==> src/lpcs_pkg.sv <==
package lpcs_pkg;

  // ---------------------------------------------------------------
  // command byte layout and codes
  // ---------------------------------------------------------------
  localparam int       CMD_FLAG_BIT = 7;
  localparam int       TYPE_HI      = 6;
  localparam int       TYPE_LO      = 5;
  localparam int       ADDR_HI      = 4;
  localparam int       ADDR_LO      = 0;
  localparam logic [1:0] TYPE_SPECIAL = 2'h3;
  localparam logic [1:0] TYPE_RST     = 2'h0;
  localparam logic [4:0] ADDR_RST     = 5'h00;
  localparam logic [4:0] SF_NONE      = 5'h00;
  localparam logic [4:0] SF_CLR_PROX  = 5'h05;
  localparam logic [4:0] SF_CLR_COLOR = 5'h06;
  localparam logic [4:0] SF_CLR_BOTH  = 5'h07;

  // ---------------------------------------------------------------
  // timing
  // ---------------------------------------------------------------
  localparam real CLK_PERIOD_NS = 5.0;
  localparam real FIXED_MS      = 2.4;
  localparam real UNIT_MS       = 2.38;
  localparam real PULSE_US      = 16.0;
  localparam int  FIXED_CYC     = int'(FIXED_MS * 1.0e6 / CLK_PERIOD_NS);
  localparam int  UNIT_CYC      = int'($floor(UNIT_MS * 1.0e6 / CLK_PERIOD_NS));
  localparam int  PULSE_CYC     = int'($floor(PULSE_US * 1.0e3 / CLK_PERIOD_NS));
  localparam int  STEP_W        = 20;
  localparam int  PRE_W         = 19;
  localparam logic [8:0] FULL_SCALE = 9'h100;
  localparam logic [3:0] LONG_MULT  = 4'hc;

  // ---------------------------------------------------------------
  // sequencer states
  // ---------------------------------------------------------------
  typedef enum logic [3:0] {
    ST_SLEEP, ST_WARMUP, ST_IDLE, ST_PROX_ACCUM, ST_PROX_WAIT,
    ST_PROX_CONV, ST_WAIT, ST_COLOR_INIT, ST_COLOR_CONV
  } lpcs_state_t;

endpackage : lpcs_pkg

==> src/lpcs_ifs.sv <==
`timescale 1ns/1ps
// ---------------------------------------------------------------
// phase timer request and done
// ---------------------------------------------------------------
interface lpcs_tmr_if import lpcs_pkg::*; ();
  logic              load;
  logic [STEP_W-1:0] steps;
  logic [PRE_W-1:0]  prescale;
  logic              done;
  modport seq (output load, steps, prescale, input done);
  modport tmr (input load, steps, prescale, output done);
endinterface : lpcs_tmr_if

// ---------------------------------------------------------------
// decoded command byte
// ---------------------------------------------------------------
interface lpcs_cmd_if;
  logic       clr_prox;
  logic       clr_color;
  logic [4:0] reg_addr;
  logic [1:0] xfer_type;
  modport dec (output clr_prox, clr_color, reg_addr, xfer_type);
  modport seq (input clr_prox, clr_color, reg_addr, xfer_type);
endinterface : lpcs_cmd_if

==> src/lpcs_cmd_decode.sv <==
`timescale 1ns/1ps
// command byte decode: register address or special function
module lpcs_cmd_decode import lpcs_pkg::*; (
  // clock and reset
  input wire logic       sys_clk,
  input wire logic       rst,
  // byte written by the serial interface
  input wire logic       cmd_wr,
  input wire logic [7:0] cmd_byte,
  // decoded command
  lpcs_cmd_if.dec        c
);
  logic       is_cmd;
  logic       is_sf;
  logic [4:0] code;
  logic       clr_prox_r;
  logic       clr_color_r;
  logic [4:0] addr_r;
  logic [1:0] type_r;

  // bytes without the flag are data, not commands
  assign is_cmd = cmd_wr && cmd_byte[CMD_FLAG_BIT];
  assign is_sf  = is_cmd && (cmd_byte[TYPE_HI:TYPE_LO] == TYPE_SPECIAL);
  assign code   = cmd_byte[ADDR_HI:ADDR_LO];

  // one-shot clears; reserved codes and no-action do nothing
  always_ff @(posedge sys_clk) begin
    if (rst) begin
      clr_prox_r  <= 1'b0;
      clr_color_r <= 1'b0;
    end else begin
      clr_prox_r  <= is_sf && (code == SF_CLR_PROX || code == SF_CLR_BOTH);
      clr_color_r <= is_sf && (code == SF_CLR_COLOR || code == SF_CLR_BOTH);
    end
  end

  // address kept for later transfers; a special code leaves it alone
  always_ff @(posedge sys_clk) begin
    if (rst) begin
      addr_r <= ADDR_RST;
      type_r <= TYPE_RST;
    end else if (is_cmd && !is_sf) begin
      addr_r <= code;
      type_r <= cmd_byte[TYPE_HI:TYPE_LO];
    end
  end

  assign c.clr_prox  = clr_prox_r;
  assign c.clr_color = clr_color_r;
  assign c.reg_addr  = addr_r;
  assign c.xfer_type = type_r;
endmodule : lpcs_cmd_decode

==> src/lpcs_cycle_sequencer.sv <==
`timescale 1ns/1ps
// measurement cycle sequencer with command decode and interrupt flags
module lpcs_cycle_sequencer import lpcs_pkg::*; #(
  parameter int FIXED_LEN = FIXED_CYC,
  parameter int UNIT_LEN  = UNIT_CYC
) (
  // clock and reset
  input  wire logic        sys_clk,
  input  wire logic        rst,
  // command byte from the serial interface
  input  wire logic        cmd_wr,
  input  wire logic [7:0]  cmd_byte,
  input  wire logic        bus_active,
  // enable bits
  input  wire logic        power_up_bit,
  input  wire logic        prox_measure_enable,
  input  wire logic        wait_enable,
  input  wire logic        color_adc_enable,
  input  wire logic        prox_int_enable,
  input  wire logic        color_int_enable,
  // timing settings
  input  wire logic [7:0]  led_pulse_count,
  input  wire logic [7:0]  prox_integration_time,
  input  wire logic [7:0]  color_integration_time,
  input  wire logic [7:0]  wait_duration_setting,
  input  wire logic        wait_extend_x12,
  // threshold results from the compare logic
  input  wire logic        prox_out_of_range,
  input  wire logic        color_out_of_range,
  // front end control
  output logic             osc_enable,
  output logic             led_pulse_gate,
  output logic             prox_adc_run,
  output logic             color_adc_run,
  output logic             prox_done,
  output logic             color_done,
  // status and interrupts
  output lpcs_state_t      seq_state,
  output logic [4:0]       reg_addr,
  output logic [1:0]       xfer_type,
  output logic             prox_int,
  output logic             color_int,
  output logic             int_n
);

  // ---------------------------------------------------------------
  // sub-blocks
  // ---------------------------------------------------------------
  lpcs_tmr_if tmr ();
  lpcs_cmd_if cmd ();

  lpcs_cmd_decode u_dec (
    .sys_clk  (sys_clk),
    .rst      (rst),
    .cmd_wr   (cmd_wr),
    .cmd_byte (cmd_byte),
    .c        (cmd)
  );

  lpcs_phase_timer u_tmr (
    .sys_clk (sys_clk),
    .rst     (rst),
    .t       (tmr)
  );

  // ---------------------------------------------------------------
  // state and phase selection
  // ---------------------------------------------------------------
  lpcs_state_t st_r;
  lpcs_state_t st_nxt;
  lpcs_state_t from_start;
  lpcs_state_t after_prox;
  lpcs_state_t after_wait;
  logic        prox_end;
  logic        color_end;
  logic        prox_int_r;
  logic        color_int_r;
  logic        prox_done_r;
  logic        color_done_r;
  logic [8:0]  wait_base;
  logic [12:0] wait_steps;

  // disabled phases are skipped; none enabled parks in idle
  always_comb begin
    if (prox_measure_enable) begin
      from_start = ST_PROX_ACCUM;
    end else if (wait_enable) begin
      from_start = ST_WAIT;
    end else if (color_adc_enable) begin
      from_start = ST_COLOR_INIT;
    end else begin
      from_start = ST_IDLE;
    end
  end

  // successors once proximity or wait is over
  always_comb begin
    if (wait_enable) begin
      after_prox = ST_WAIT;
    end else if (color_adc_enable) begin
      after_prox = ST_COLOR_INIT;
    end else begin
      after_prox = from_start;
    end
    if (color_adc_enable) begin
      after_wait = ST_COLOR_INIT;
    end else begin
      after_wait = from_start;
    end
  end

  // phase changes only on timer done, except out of sleep and idle; power loss wins at once
  always_comb begin
    st_nxt = st_r;
    if (!power_up_bit) begin
      st_nxt = ST_SLEEP;
    end else begin
      case (st_r)
        ST_SLEEP: begin
          st_nxt = ST_WARMUP;
        end
        ST_WARMUP: begin
          if (tmr.done) st_nxt = from_start;
        end
        ST_IDLE: begin
          st_nxt = from_start;
        end
        ST_PROX_ACCUM: begin
          if (tmr.done) st_nxt = ST_PROX_WAIT;
        end
        ST_PROX_WAIT: begin
          if (tmr.done) st_nxt = ST_PROX_CONV;
        end
        ST_PROX_CONV: begin
          if (tmr.done) st_nxt = after_prox;
        end
        ST_WAIT: begin
          if (tmr.done) st_nxt = after_wait;
        end
        ST_COLOR_INIT: begin
          if (tmr.done) st_nxt = ST_COLOR_CONV;
        end
        ST_COLOR_CONV: begin
          if (tmr.done) st_nxt = from_start;
        end
        default: begin
          st_nxt = ST_SLEEP;
        end
      endcase
    end
  end

  always_ff @(posedge sys_clk) begin
    if (rst) begin
      st_r <= ST_SLEEP;
    end else begin
      st_r <= st_nxt;
    end
  end

  // ---------------------------------------------------------------
  // phase lengths
  // ---------------------------------------------------------------
  // settings count down from full scale, one unit minimum
  assign wait_base  = FULL_SCALE - {1'b0, wait_duration_setting};
  assign wait_steps = wait_extend_x12 ? 13'(wait_base) * 13'(LONG_MULT)
                                      : {4'h0, wait_base};

  // reload on every entry except into sleep or idle, and on a phase that repeats itself
  always_comb begin
    tmr.load     = power_up_bit && ((st_nxt != st_r) || tmr.done)
                   && (st_nxt != ST_IDLE);
    tmr.steps    = STEP_W'(1);
    tmr.prescale = PRE_W'(1);
    case (st_nxt)
      ST_WARMUP, ST_PROX_WAIT, ST_COLOR_INIT: begin
        tmr.steps = STEP_W'(FIXED_LEN);
      end
      ST_PROX_ACCUM: begin
        tmr.prescale = PRE_W'(PULSE_CYC);
        if (led_pulse_count != 8'h00) begin
          tmr.steps = STEP_W'(led_pulse_count);
        end
      end
      ST_PROX_CONV: begin
        tmr.prescale = PRE_W'(UNIT_LEN);
        tmr.steps    = STEP_W'(FULL_SCALE - {1'b0, prox_integration_time});
      end
      ST_WAIT: begin
        tmr.prescale = PRE_W'(UNIT_LEN);
        tmr.steps    = STEP_W'(wait_steps);
      end
      ST_COLOR_CONV: begin
        tmr.prescale = PRE_W'(UNIT_LEN);
        tmr.steps    = STEP_W'(FULL_SCALE - {1'b0, color_integration_time});
      end
      default: begin
        tmr.steps = STEP_W'(1);
      end
    endcase
  end

  // ---------------------------------------------------------------
  // interrupt flags
  // ---------------------------------------------------------------
  assign prox_end  = (st_r == ST_PROX_CONV) && tmr.done;
  assign color_end = (st_r == ST_COLOR_CONV) && tmr.done;

  // set at end of conversion; a set beats a clear in the same cycle
  always_ff @(posedge sys_clk) begin
    if (rst) begin
      prox_int_r <= 1'b0;
    end else if (prox_end && prox_int_enable && prox_out_of_range) begin
      prox_int_r <= 1'b1;
    end else if (cmd.clr_prox) begin
      prox_int_r <= 1'b0;
    end
  end

  always_ff @(posedge sys_clk) begin
    if (rst) begin
      color_int_r <= 1'b0;
    end else if (color_end && color_int_enable && color_out_of_range) begin
      color_int_r <= 1'b1;
    end else if (cmd.clr_color) begin
      color_int_r <= 1'b0;
    end
  end

  // result strobes for the data registers
  always_ff @(posedge sys_clk) begin
    if (rst) begin
      prox_done_r  <= 1'b0;
      color_done_r <= 1'b0;
    end else begin
      prox_done_r  <= prox_end;
      color_done_r <= color_end;
    end
  end

  // ---------------------------------------------------------------
  // outputs
  // ---------------------------------------------------------------
  // bus traffic keeps the oscillator alive even when powered down
  assign osc_enable     = power_up_bit || bus_active;
  assign led_pulse_gate = (st_r == ST_PROX_ACCUM);
  assign prox_adc_run   = (st_r == ST_PROX_CONV);
  assign color_adc_run  = (st_r == ST_COLOR_CONV);
  assign prox_done      = prox_done_r;
  assign color_done     = color_done_r;
  assign seq_state      = st_r;
  assign reg_addr       = cmd.reg_addr;
  assign xfer_type      = cmd.xfer_type;
  assign prox_int       = prox_int_r;
  assign color_int      = color_int_r;
  assign int_n          = !(prox_int_r || color_int_r);
endmodule : lpcs_cycle_sequencer

==> src/lpcs_phase_timer.sv <==
`timescale 1ns/1ps
// phase timer: steps x prescale cycles from load to done
module lpcs_phase_timer import lpcs_pkg::*; (
  // clock and reset
  input wire logic sys_clk,
  input wire logic rst,
  // request from the sequencer
  lpcs_tmr_if.tmr  t
);
  logic [PRE_W-1:0]  len_r;
  logic [PRE_W-1:0]  pre_r;
  logic [STEP_W-1:0] left_r;
  logic              step;

  // divider gives a one-cycle step enable
  assign step   = (left_r != '0) && (pre_r == '0);
  assign t.done = step && (left_r == STEP_W'(1));

  // a load restarts the divider so the first step is full length
  always_ff @(posedge sys_clk) begin
    if (rst) begin
      len_r  <= '0;
      pre_r  <= '0;
      left_r <= '0;
    end else if (t.load) begin
      len_r  <= t.prescale;
      pre_r  <= t.prescale - PRE_W'(1);
      left_r <= t.steps;
    end else if (step) begin
      pre_r  <= len_r - PRE_W'(1);
      left_r <= left_r - STEP_W'(1);
    end else if (left_r != '0) begin
      pre_r  <= pre_r - PRE_W'(1);
    end
  end
endmodule : lpcs_phase_timer

==> config.mk <==
export PLATFORM = sky130hd
export DESIGN_NAME = lpcs_cycle_sequencer
export DESIGN_NICKNAME = d
export VERILOG_FILES = /design/src/lpcs_pkg.sv /design/src/lpcs_ifs.sv /design/src/lpcs_cmd_decode.sv /design/src/lpcs_cycle_sequencer.sv /design/src/lpcs_phase_timer.sv
export SDC_FILE = /design/constraint.sdc
export NUM_CORES = 1
export LEC_CHECK = 0
export ABC_AREA = 1
export BUFFER_PORTS_ARGS = -buffer_cell sky130_fd_sc_hd__buf_2
export CAP_MARGIN = 5
export CORE_MARGIN = 2
export CORE_UTILIZATION = 60
export CTS_BUF_LIST = sky130_fd_sc_hd__clkbuf_4 sky130_fd_sc_hd__clkbuf_8
export CTS_CLUSTER_SIZE = 28
export DETAILED_ROUTE_END_ITERATION = 12
export PLACE_DENSITY = 0.83
export SKIP_CTS_REPAIR_TIMING = 1
export SLEW_MARGIN = 10
export SYNTH_ARGS = -nofsm -noshare
export SYNTH_HDL_FRONTEND = slang
export SYNTH_SLANG_ARGS = --single-unit
==> constraint.sdc <==
create_clock -name sys_clk -period 4.4 [get_ports sys_clk]
set_input_delay 0.22 -clock sys_clk [delete_from_list [all_inputs] [get_ports sys_clk]]
set_output_delay 0.22 -clock sys_clk [all_outputs]
set_load 0.01 [all_outputs]
==> results.sh, run 1 <==
export IMPL_area_delta_synth_final_pct=11.3
export IMPL_dpl_hpwl_mm=9.89
export IMPL_finalSetupViolCount=0
export IMPL_synth_ff_type="dfxtp_1"
export IMPL_combinationalPowerShare_pct=53.1
export IMPL_grt_usage_pct=30.0
export IMPL_start_util_pct=61.5
export IMPL_routed_wl_mm=12.7
export IMPL_status="completed"
export IMPL_ios=73
export IMPL_worstPathRequired_ns=4.63
export IMPL_dieArea_sq_um=9130
export IMPL_n_fill_cell=746
export IMPL_p_clk_share_pct=17.9
export IMPL_critical_path_slowest_cell="dfxtp_1"
export IMPL_leakage_nw=2.91
export IMPL_cp_end_kind="flop"
export IMPL_async_flop_share_pct=0
export IMPL_cts_sinks=59
export IMPL_numCtsBuffers=9
export IMPL_ir_worst_vdd_mv=0.240
export IMPL_ys_seq_elements=59
export IMPL_fin_hold_ws_ns=0.130
export IMPL_setup_tns_ns=0
export IMPL_postSynthCellCount=785
export IMPL_tightest_slew_ns=1.00
export IMPL_layout_commonest_cell="nand2_1"
export IMPL_r2r_slack_ns=0.68
export IMPL_drt_iter0_drc=322
export IMPL_clkTransAtPathRegs_ns=0.07
export IMPL_path_cells="inv_1 -> ha_1 -> inv_1 -> nor2_1 -> nand2_4 -> nor2_4 -> nand3_4 -> o21bai_1 -> inv_1 -> nand2_2 -> nand3_2 -> nand2_2 -> inv_4 -> nand2_4 -> o21a_1 -> ha_1 -> nand3_4 -> nor2_8 -> nand2_2 -> nor2_1 -> nand3_1 -> nand2_1 -> nor2_1"
export IMPL_finClkSkew_ns=0.0106
export IMPL_pwr_share_seq_pct=29.0
export IMPL_grt_start_max_net_pins=36
export IMPL_clk_path_buf_depth=2
export IMPL_drt_pass1_iter_count=5
export IMPL_nNetsFinal=922
export IMPL_critPathKind="flop to flop"
export IMPL_slowest_delay_ns=0.31
export IMPL_report_final_hold_viol_count=0
export IMPL_power_mw=2.54
export IMPL_place_gp_congestion=0.909
export IMPL_max_cap_violations=0
export IMPL_cts_tree="built"
export IMPL_grt_setup_unrepaired="false"
export IMPL_period_needed_ns=3.72
export IMPL_vias=5289
export IMPL_htree_levels=3
export IMPL_antenna_found_initial=0
export IMPL_synth_distinct_cells=53
export IMPL_grt_first_pass_wirelength_mm=21.8
export IMPL_syn_area_sq_um=5030
export IMPL_fmax_mhz=269
export IMPL_postSynthAreaPerCell_sq_um=6.40
export IMPL_drive_gt1_share_pct=19.9
export IMPL_powerDensity_nw_per_um2=454
export IMPL_globalRoute_totalOverflow=0
export IMPL_via_per_inst=5.49
export IMPL_io_buffers=72
export IMPL_drc=0
export IMPL_fin_crit_sh_pct=84.6
export IMPL_syn_num_nets=854
export IMPL_root_buffer="clkbuf_8"
export IMPL_ys_seq_area_share_pct=23.5
export IMPL_die_h_um=95.5
export IMPL_relSlewSlack_pct=33.0
export IMPL_grt_pass1_vias=4939
export IMPL_rows=33
export IMPL_p_sw_mw=1.17
export IMPL_core_area_sq_um=8180
export IMPL_finalMaxSlewViolations=0
export IMPL_n_antenna_cell=0
export IMPL_intPower_mw=1.37
export IMPL_fp_dieW_um=95.5
export IMPL_worstPathArrival_ns=3.95
export IMPL_wl_per_cell_um=13.2
export IMPL_swShare_pct=46.2
export IMPL_ys_warn_count=0
export IMPL_mostFrequentLayoutCells="161 x nand2_1, 105 x inv_1, 95 x nor2_1, 72 x buf_2, 68 x o21ai_0"
export IMPL_start_kind="flop"
export IMPL_hold_path_class="input port to flop"
export IMPL_clk_latency_ns=0.34
export IMPL_critPathMaxFanout=25
export IMPL_antenna_left=0
export IMPL_synth_edf_count=0
-- metrics by stage --
step | instance area [sq um] | setup slack (ns) | std cells | utilization, %
after detailed placement | 5410 | 0.723 | 947 | 66.2
after CTS | 5590 | 0.704 | 963 | 68.4
after floorplan | 5030 | 1.04 | 785 | -
final | 5590 | 0.678 | 963 | 68.4
after global placement | 5410 | 0.921 | 947 | 66.2
after global routing | 5590 | 0.333 | 963 | 68.4
-- layer usage --
layer  vias up  wire [um]  GRT usage (%)  part of all wire (%)
li1       2695          -              -                     -
met1      2427       5410           35.7                    43
met2       142       6450           53.6                    51
met3        25        584           5.14                   4.6
met4         0        272           11.0                   2.1
met5         -          0              0                     0
-- synthesized netlist by cell type, types with 2 or more instances --
| master | count | area share [%] |
|---|---|---|
| o21ai_0 | 68 | 6.8 |
| nand3_2 | 8 | 1.6 |
| nor3b_1 | 3 | 0.45 |
| buf_6 | 3 | 0.67 |
| nand4_1 | 14 | 1.7 |
| o21bai_1 | 8 | 1.2 |
| xor2_1 | 12 | 2.1 |
| o221ai_1 | 2 | 0.35 |
| nor4_1 | 4 | 0.50 |
| or2_2 | 5 | 0.62 |
| buf_2 | 2 | 0.20 |
| mux2i_1 | 3 | 0.60 |
| nand2_4 | 7 | 1.6 |
| o21a_1 | 2 | 0.30 |
| nor2_8 | 2 | 0.80 |
| a21oi_1 | 31 | 3.1 |
| nand3_4 | 3 | 1.0 |
| nand3b_1 | 7 | 1.0 |
| inv_1 | 105 | 7.8 |
| nand2_2 | 25 | 3.1 |
| clkinv_1 | 3 | 0.22 |
| a31oi_1 | 11 | 1.4 |
| dfxtp_1 | 59 | 23 |
| nor2_1 | 95 | 7.1 |
| nor2_4 | 5 | 1.1 |
| o211ai_1 | 7 | 1.0 |
| buf_4 | 3 | 0.45 |
| nor3_1 | 15 | 1.5 |
| xnor2_1 | 9 | 1.6 |
| inv_2 | 6 | 0.45 |
| o21ai_2 | 2 | 0.35 |
| o2111ai_1 | 2 | 0.35 |
| nand3_1 | 42 | 4.2 |
| clkbuf_1 | 7 | 0.52 |
| nand2_1 | 161 | 12 |
| nand4_2 | 2 | 0.50 |
| ha_1 | 15 | 3.7 |
| nor2_2 | 12 | 1.5 |
-- worst max-delay path, delay by kind of cell, from the launching register on --
kind	cells	cell delay, ns
and+or+nand+nor	15	2.09
AOI/OAI and AO/OA	2	0.50
DFF	1	0.31
adders and majority gates	2	0.41
buffers and inverters	4	0.29
-- cells by family (layout without fill, tap and decap cells) --
kind of cell	Yosys count	after routing	synth area share, %
compound gates	140	140	16.0
xor+xnor	21	21	3.66
fa+ha+maj	16	16	4.13
buf+inv	133	206	11.2
flops	59	59	23.5
mux	3	3	0.597
simple gates	413	413	40.9
-- area by class of cell --
type	instances	area, sq um	area share [%]
repair buffers	75	383	6.84
well taps	105	131	2.35
inverters	115	434	7.76
flip-flops and latches	59	1180	21.1
clock buffers	12	159	2.84
clock inverters	4	25.0	0.447
multi-input cells	593	3280	58.6
-- worst paths after layout --
check / from / to / depth (start not counted)
setup / recovery: u_tmr.left_r[1] / u_tmr.pre_r[12] / 23
hold / removal: cmd_byte[0] / u_dec.c.clr_prox / 3
setup reg to reg: u_tmr.left_r[1] / u_tmr.pre_r[12] / 23
hold reg to reg: u_dec.c.reg_addr[3] / u_dec.c.reg_addr[3] / 2
-- registers in the layout (all words and copies together), names as in the netlist --
signal,flops
u_dec.c.reg_addr,5
u_tmr.len_r,3
prox_int,1
color_int,1
color_done,1
seq_state,4
u_dec.c.clr_color,1
u_tmr.left_r,20
prox_done,1
u_tmr.pre_r,19
u_dec.c.xfer_type,2
u_dec.c.clr_prox,1
-- power by group through the flow --
stage	Clock [mW]	Sequential, mW	Combinational [mW]
floorplan	0	0.723	1.09
global placement	0	0.740	1.29
detailed placement	0	0.743	1.32
CTS	0.464	0.734	1.33
global route	0.490	0.748	1.52
finish	0.456	0.736	1.35
Note: power is estimated with default switching activity, not from simulation.
==> run 2, diff against run 1 <==
Clock period 4.4 ns to 3.6 ns, I/O delays scaled along.
==> results.sh, run 2 (same netlist as run 1, synthesis figures left out) <==
export IMPL_status="completed"
export IMPL_fin_hold_ws_ns=0.0854
export IMPL_mostFrequentLayoutCells="160 x nand2_1, 105 x inv_1, 91 x nor2_1, 72 x buf_2, 68 x o21ai_0"
export IMPL_core_area_sq_um=8180
export IMPL_worstPathRequired_ns=3.83
export IMPL_routed_wl_mm=13.1
export IMPL_drt_iter0_drc=229
export IMPL_start_kind="flop"
export IMPL_critPathMaxFanout=18
export IMPL_antenna_found_initial=0
export IMPL_dpl_hpwl_mm=9.92
export IMPL_clk_path_buf_depth=2
export IMPL_drc=0
export IMPL_fmax_mhz=295
export IMPL_cts_tree="built"
export IMPL_grt_first_pass_wirelength_mm=21.3
export IMPL_ff2ff_path_depth=27
export IMPL_root_buffer="clkbuf_8"
export IMPL_die_h_um=95.5
export IMPL_top_register="u_tmr.left_r"
export IMPL_io_buffers=72
export IMPL_area_delta_synth_final_pct=13.7
export IMPL_slowest_delay_ns=0.31
export IMPL_critPathKind="flop to flop"
export IMPL_ios=73
export IMPL_htree_levels=3
export IMPL_hold_path_class="input port to flop"
export IMPL_wl_per_cell_um=13.5
export IMPL_antenna_left=0
export IMPL_ir_worst_vdd_mv=0.388
export IMPL_reg2reg_from="u_tmr.left_r[1]"
export IMPL_grt_usage_pct=29.2
export IMPL_rows=33
export IMPL_clkTransAtPathRegs_ns=0.07
export IMPL_timing_critical_path_buf_inv=2
export IMPL_leakage_nw=2.96
export IMPL_dieArea_sq_um=9130
export IMPL_clk_latency_ns=0.34
export IMPL_min_path_cells=3
export IMPL_period_needed_ns=3.39
export IMPL_vias=5347
export IMPL_power_mw=3.21
export IMPL_tightest_slew_ns=1.05
export IMPL_powerDensity_nw_per_um2=561
export IMPL_start_util_pct=61.5
export IMPL_via_per_inst=5.51
export IMPL_worstPathArrival_ns=3.62
export IMPL_cp_end_kind="flop"
export IMPL_finClkSkew_ns=0.0106
export IMPL_grt_start_max_net_pins=36
export IMPL_place_gp_congestion=0.918
export IMPL_n_antenna_cell=0
export IMPL_relSlewSlack_pct=30.2
export IMPL_report_final_hold_viol_count=0
export IMPL_fin_crit_sh_pct=94.1
export IMPL_finalMaxSlewViolations=0
export IMPL_fp_dieW_um=95.5
export IMPL_r2r_slack_ns=0.21
export IMPL_grt_pass1_vias=5077
export IMPL_worstHoldStart="cmd_byte[0]"
export IMPL_max_cap_violations=0
export IMPL_numCtsBuffers=9
export IMPL_rr_endpoint="u_tmr.pre_r[16]"
export IMPL_cts_sinks=59
export IMPL_drive_gt1_share_pct=21.5
export IMPL_globalRoute_totalOverflow=0
export IMPL_drt_pass1_iter_count=5
export IMPL_critical_path_slowest_cell="dfxtp_1"
export IMPL_layout_commonest_cell="nand2_1"
export IMPL_crit_family="simple AND/OR/NAND/NOR gates"
export IMPL_nNetsFinal=930
export IMPL_hold_end="u_dec.c.clr_prox"
export IMPL_largest_register_ffs=20
export IMPL_finalSetupViolCount=0
run 2: worst max path at each step:
stage	from	endpoint	slack (ns)	depth (start not counted)
final	u_tmr.left_r[1]	u_tmr.pre_r[16]	0.21	27
after global routing	u_tmr.left_r[1]	u_tmr.pre_r[13]	-0.04	23
after detailed placement	u_tmr.left_r[0]	u_tmr.pre_r[12]	0.12	25
after CTS	u_tmr.left_r[0]	u_tmr.pre_r[12]	0.1	25
after global placement	u_tmr.left_r[0]	u_tmr.pre_r[12]	0.25	25
after floorplan	u_tmr.left_r[1]	u_tmr.pre_r[12]	0.24	30
run 2: worst register-to-register path, cell delays in order, from the launching register on:
cell and delay [ns]:
dfxtp_1 0.31, inv_1 0.11, ha_1 0.16, inv_1 0.06
nor2_2 0.17, nand2_4 0.07, nor2_4 0.18, nand3_4 0.15
nand2_2 0.11, nand2_1 0.06, nor2_1 0.11, nand2_2 0.10
nand2_2 0.12, nand2_1 0.08, nand2_2 0.08, nor2_4 0.04
nand3_4 0.09, nand2_8 0.13, nand2_1 0.09, o21a_2 0.19
ha_2 0.22, nand3_4 0.11, nor2_8 0.16, nand2_2 0.10
nor2_1 0.13, nor2_1 0.05, nor2_1 0.10, nor2_1 0.05
run 2: area by class of cell:
class / count / area (sq um)
repair buffers: 83 / 443
clock buffers: 11 / 145
flip-flops and latches: 59 / 1180
clock inverters: 5 / 52.6
well taps: 105 / 131
fillers: 746 / 2460
multi-input cells: 593 / 3330
inverters: 115 / 434
run 2: layer usage:
metal / GRT usage, % / share of wire (%) / up-vias
li1: - / - / 2708
met2: 54.4 / 52 / 114
met1: 32.5 / 42 / 2504
met3: 6.40 / 4.2 / 21
met5: 0 / 0 / -
met4: 9.64 / 1.7 / 0
run 2: through the flow:
stage	util, %	TNS (ns)	cell area (sq um)	worst slack [ns]	instances
3_3_place_gp	66.7	0	5460	0.253	953
4_1_cts	69.1	0	5650	0.0970	969
5_1_grt	69.9	-0.130	5720	-0.0419	971
3_5_place_dp	66.7	0	5460	0.116	953
2_1_floorplan	-	0	5030	0.245	785
6_report	69.9	0	5720	0.212	971
run 2: power by group:
group / leakage [nW] / switching (mW) / internal [mW]
Sequential: 0.483 / 0.127 / 0.781
Combinational: 2.38 / 1.07 / 0.616
Clock: 0.103 / 0.270 / 0.342
Total: 2.96 / 1.47 / 1.74
==> run 3, diff against run 2 <==
Settings changed: CORE_UTILIZATION 60 to 54, PLACE_DENSITY 0.83 to 0.79.
Clock period 3.6 ns to 2.8 ns, I/O delays scaled along.
==> results.sh, run 3 (same netlist as run 1, synthesis figures left out) <==
export IMPL_status="complete, but fails checks"
export IMPL_violations="negative setup slack"
export IMPL_relSlewSlack_pct=49.2
export IMPL_ir_worst_vdd_mv=0.558
export IMPL_place_gp_congestion=0.949
export IMPL_htree_levels=3
export IMPL_cp_end_kind="flop"
export IMPL_largest_register_ffs=20
export IMPL_finalSetupViolCount=38
export IMPL_area_delta_synth_final_pct=43.6
export IMPL_io_buffers=72
export IMPL_dieArea_sq_um=10100
export IMPL_mostFrequentLayoutCells="152 x nand2_1, 152 x buf_4, 101 x inv_1, 80 x nor2_1, 72 x buf_2"
export IMPL_cts_sinks=59
export IMPL_top_register="u_tmr.left_r"
export IMPL_dp_slack_ns=-0.387
export IMPL_start_util_pct=54.9
export IMPL_critPathKind="flop to flop"
export IMPL_critPathMaxFanout=6
export IMPL_core_area_sq_um=9150
export IMPL_fp_dieW_um=100
export IMPL_globalRoute_totalOverflow=0
export IMPL_ios=73
export IMPL_leakage_nw=3.77
export IMPL_grt_usage_pct=30.6
export IMPL_power_mw=5.25
export IMPL_grt_setup_unrepaired="true"
export IMPL_grt_start_max_net_pins=24
export IMPL_fmax_mhz=294
export IMPL_p_sw_mw=2.33
export IMPL_clkTransAtPathRegs_ns=0.08
export IMPL_drt_pass1_iter_count=6
export IMPL_vias=6497
export IMPL_worstPathArrival_ns=3.67
export IMPL_combinationalPowerShare_pct=61.7
export IMPL_worstPathRequired_ns=3.07
export IMPL_n_fill_cell=572
export IMPL_grt_first_pass_wirelength_mm=25.2
export IMPL_numCtsBuffers=9
export IMPL_intPower_mw=2.92
export IMPL_n_antenna_cell=0
export IMPL_antenna_found_initial=0
export IMPL_start_kind="flop"
export IMPL_pwr_share_seq_pct=21.4
export IMPL_root_buffer="clkbuf_8"
export IMPL_finClkSkew_ns=0.00820
export IMPL_fin_crit_sh_pct=122
export IMPL_nNetsFinal=1081
export IMPL_finalMaxSlewViolations=0
export IMPL_clk_path_buf_depth=2
export IMPL_cts_tree="built"
export IMPL_routed_wl_mm=17.9
export IMPL_max_cap_violations=0
export IMPL_drive_gt1_share_pct=38.0
export IMPL_p_clk_share_pct=17.0
export IMPL_swShare_pct=44.4
export IMPL_fin_hold_ws_ns=0.0246
export IMPL_wl_per_cell_um=15.9
export IMPL_rows=35
export IMPL_fin_ws_ns=-0.603
export IMPL_drt_iter0_drc=586
export IMPL_tightest_slew_ns=0.761
export IMPL_period_needed_ns=3.40
export IMPL_hold_path_class="input port to flop"
export IMPL_antenna_left=0
export IMPL_clk_latency_ns=0.36
export IMPL_report_final_hold_viol_count=0
export IMPL_drc=0
export IMPL_die_h_um=100
export IMPL_dpl_hpwl_mm=11.6
export IMPL_via_per_inst=5.76
export IMPL_powerDensity_nw_per_um2=728
export IMPL_grt_pass1_vias=5710
-- run 3: cell types whose count changed in the layout (fill, tap and decap cells not counted), moves of 5 or more --
cell,change
o21ai_1,+6
dfxtp_1,-5
nand3_1,-5
nand2_4,+12
buf_4,+141
nor2_1,-11
nor2_4,+7
nand2_1,-8
o21ai_0,-9
-- run 3: critical path, stage by stage, from the launching register on --
cell and delay (ns):
dfxtp_4 0.37, inv_2 0.06, ha_2 0.16, inv_1 0.05, nor2_1 0.13, nand3_2 0.19, nand3_4 0.17, buf_4 0.13
o21bai_2 0.08, a21oi_1 0.21, nand3_2 0.14, nor2_4 0.16, nand3_4 0.16, buf_6 0.18, nand3_4 0.15, buf_4 0.17
nand2_2 0.08, inv_2 0.07, nand2_1 0.07, nor2_2 0.17, nand3_1 0.12, nand2_1 0.09, nand3_1 0.09, nand2_1 0.08
inv_1 0.04
-- run 3: final timing paths --
path / from / end / slack [ns] / cells after the start
setup reg to reg: u_tmr.left_r[0] / u_tmr.pre_r[18] / -0.60 / 24
hold reg to reg: u_dec.c.reg_addr[3] / u_dec.c.reg_addr[3] / 0.47 / 2
setup / recovery: u_tmr.left_r[0] / u_tmr.pre_r[18] / -0.60 / 24
hold / removal: cmd_byte[0] / u_dec.c.clr_prox / 0.02 / 3
-- run 3: power by group through the flow --
stage          Combinational (mW)  Sequential (mW)  Clock, mW
4_1_cts                      2.80             1.10      0.886
5_1_grt                      3.50             1.13      0.927
2_1_floorplan                1.75             1.14          0
3_5_place_dp                 2.76             1.11          0
3_3_place_gp                 2.67             1.11          0
6_report                     3.24             1.12      0.891
-- run 3: layout make-up --
cell class | count | area (sq um) | area share, %
multi-input combinational | 597 | 3630 | 50.3
timing repair buffer | 230 | 1600 | 22.1
sequential | 59 | 1190 | 16.5
inverter | 115 | 443 | 6.14
clock inverter | 7 | 92.6 | 1.28
tap | 111 | 139 | 1.92
clock buffer | 9 | 124 | 1.72
-- run 3: routing by layer --
layer  vias to the layer above  part of all wire (%)  track usage, %
met5                         -                     0               0
met4                         0                   4.6            11.4
met3                        97                   7.4            6.24
met2                       375                    51            56.3
met1                      3009                    37            34.6
li1                       3016                     -               -
-- run 3: through the flow --
| step | cell area, sq um | instances | utilization, % | TNS [ns] |
|---|---|---|---|---|
| finish | 7220 | 1128 | 78.9 | -12.63 |
| global route | 7220 | 1128 | 78.9 | -18.28 |
| CTS | 6680 | 1101 | 73.0 | -9.26 |
| detailed placement | 6460 | 1085 | 70.6 | -7.04 |
| global placement | 6460 | 1085 | 70.6 | -2.81 |
| floorplan | 5080 | 785 | - | -2.68 |
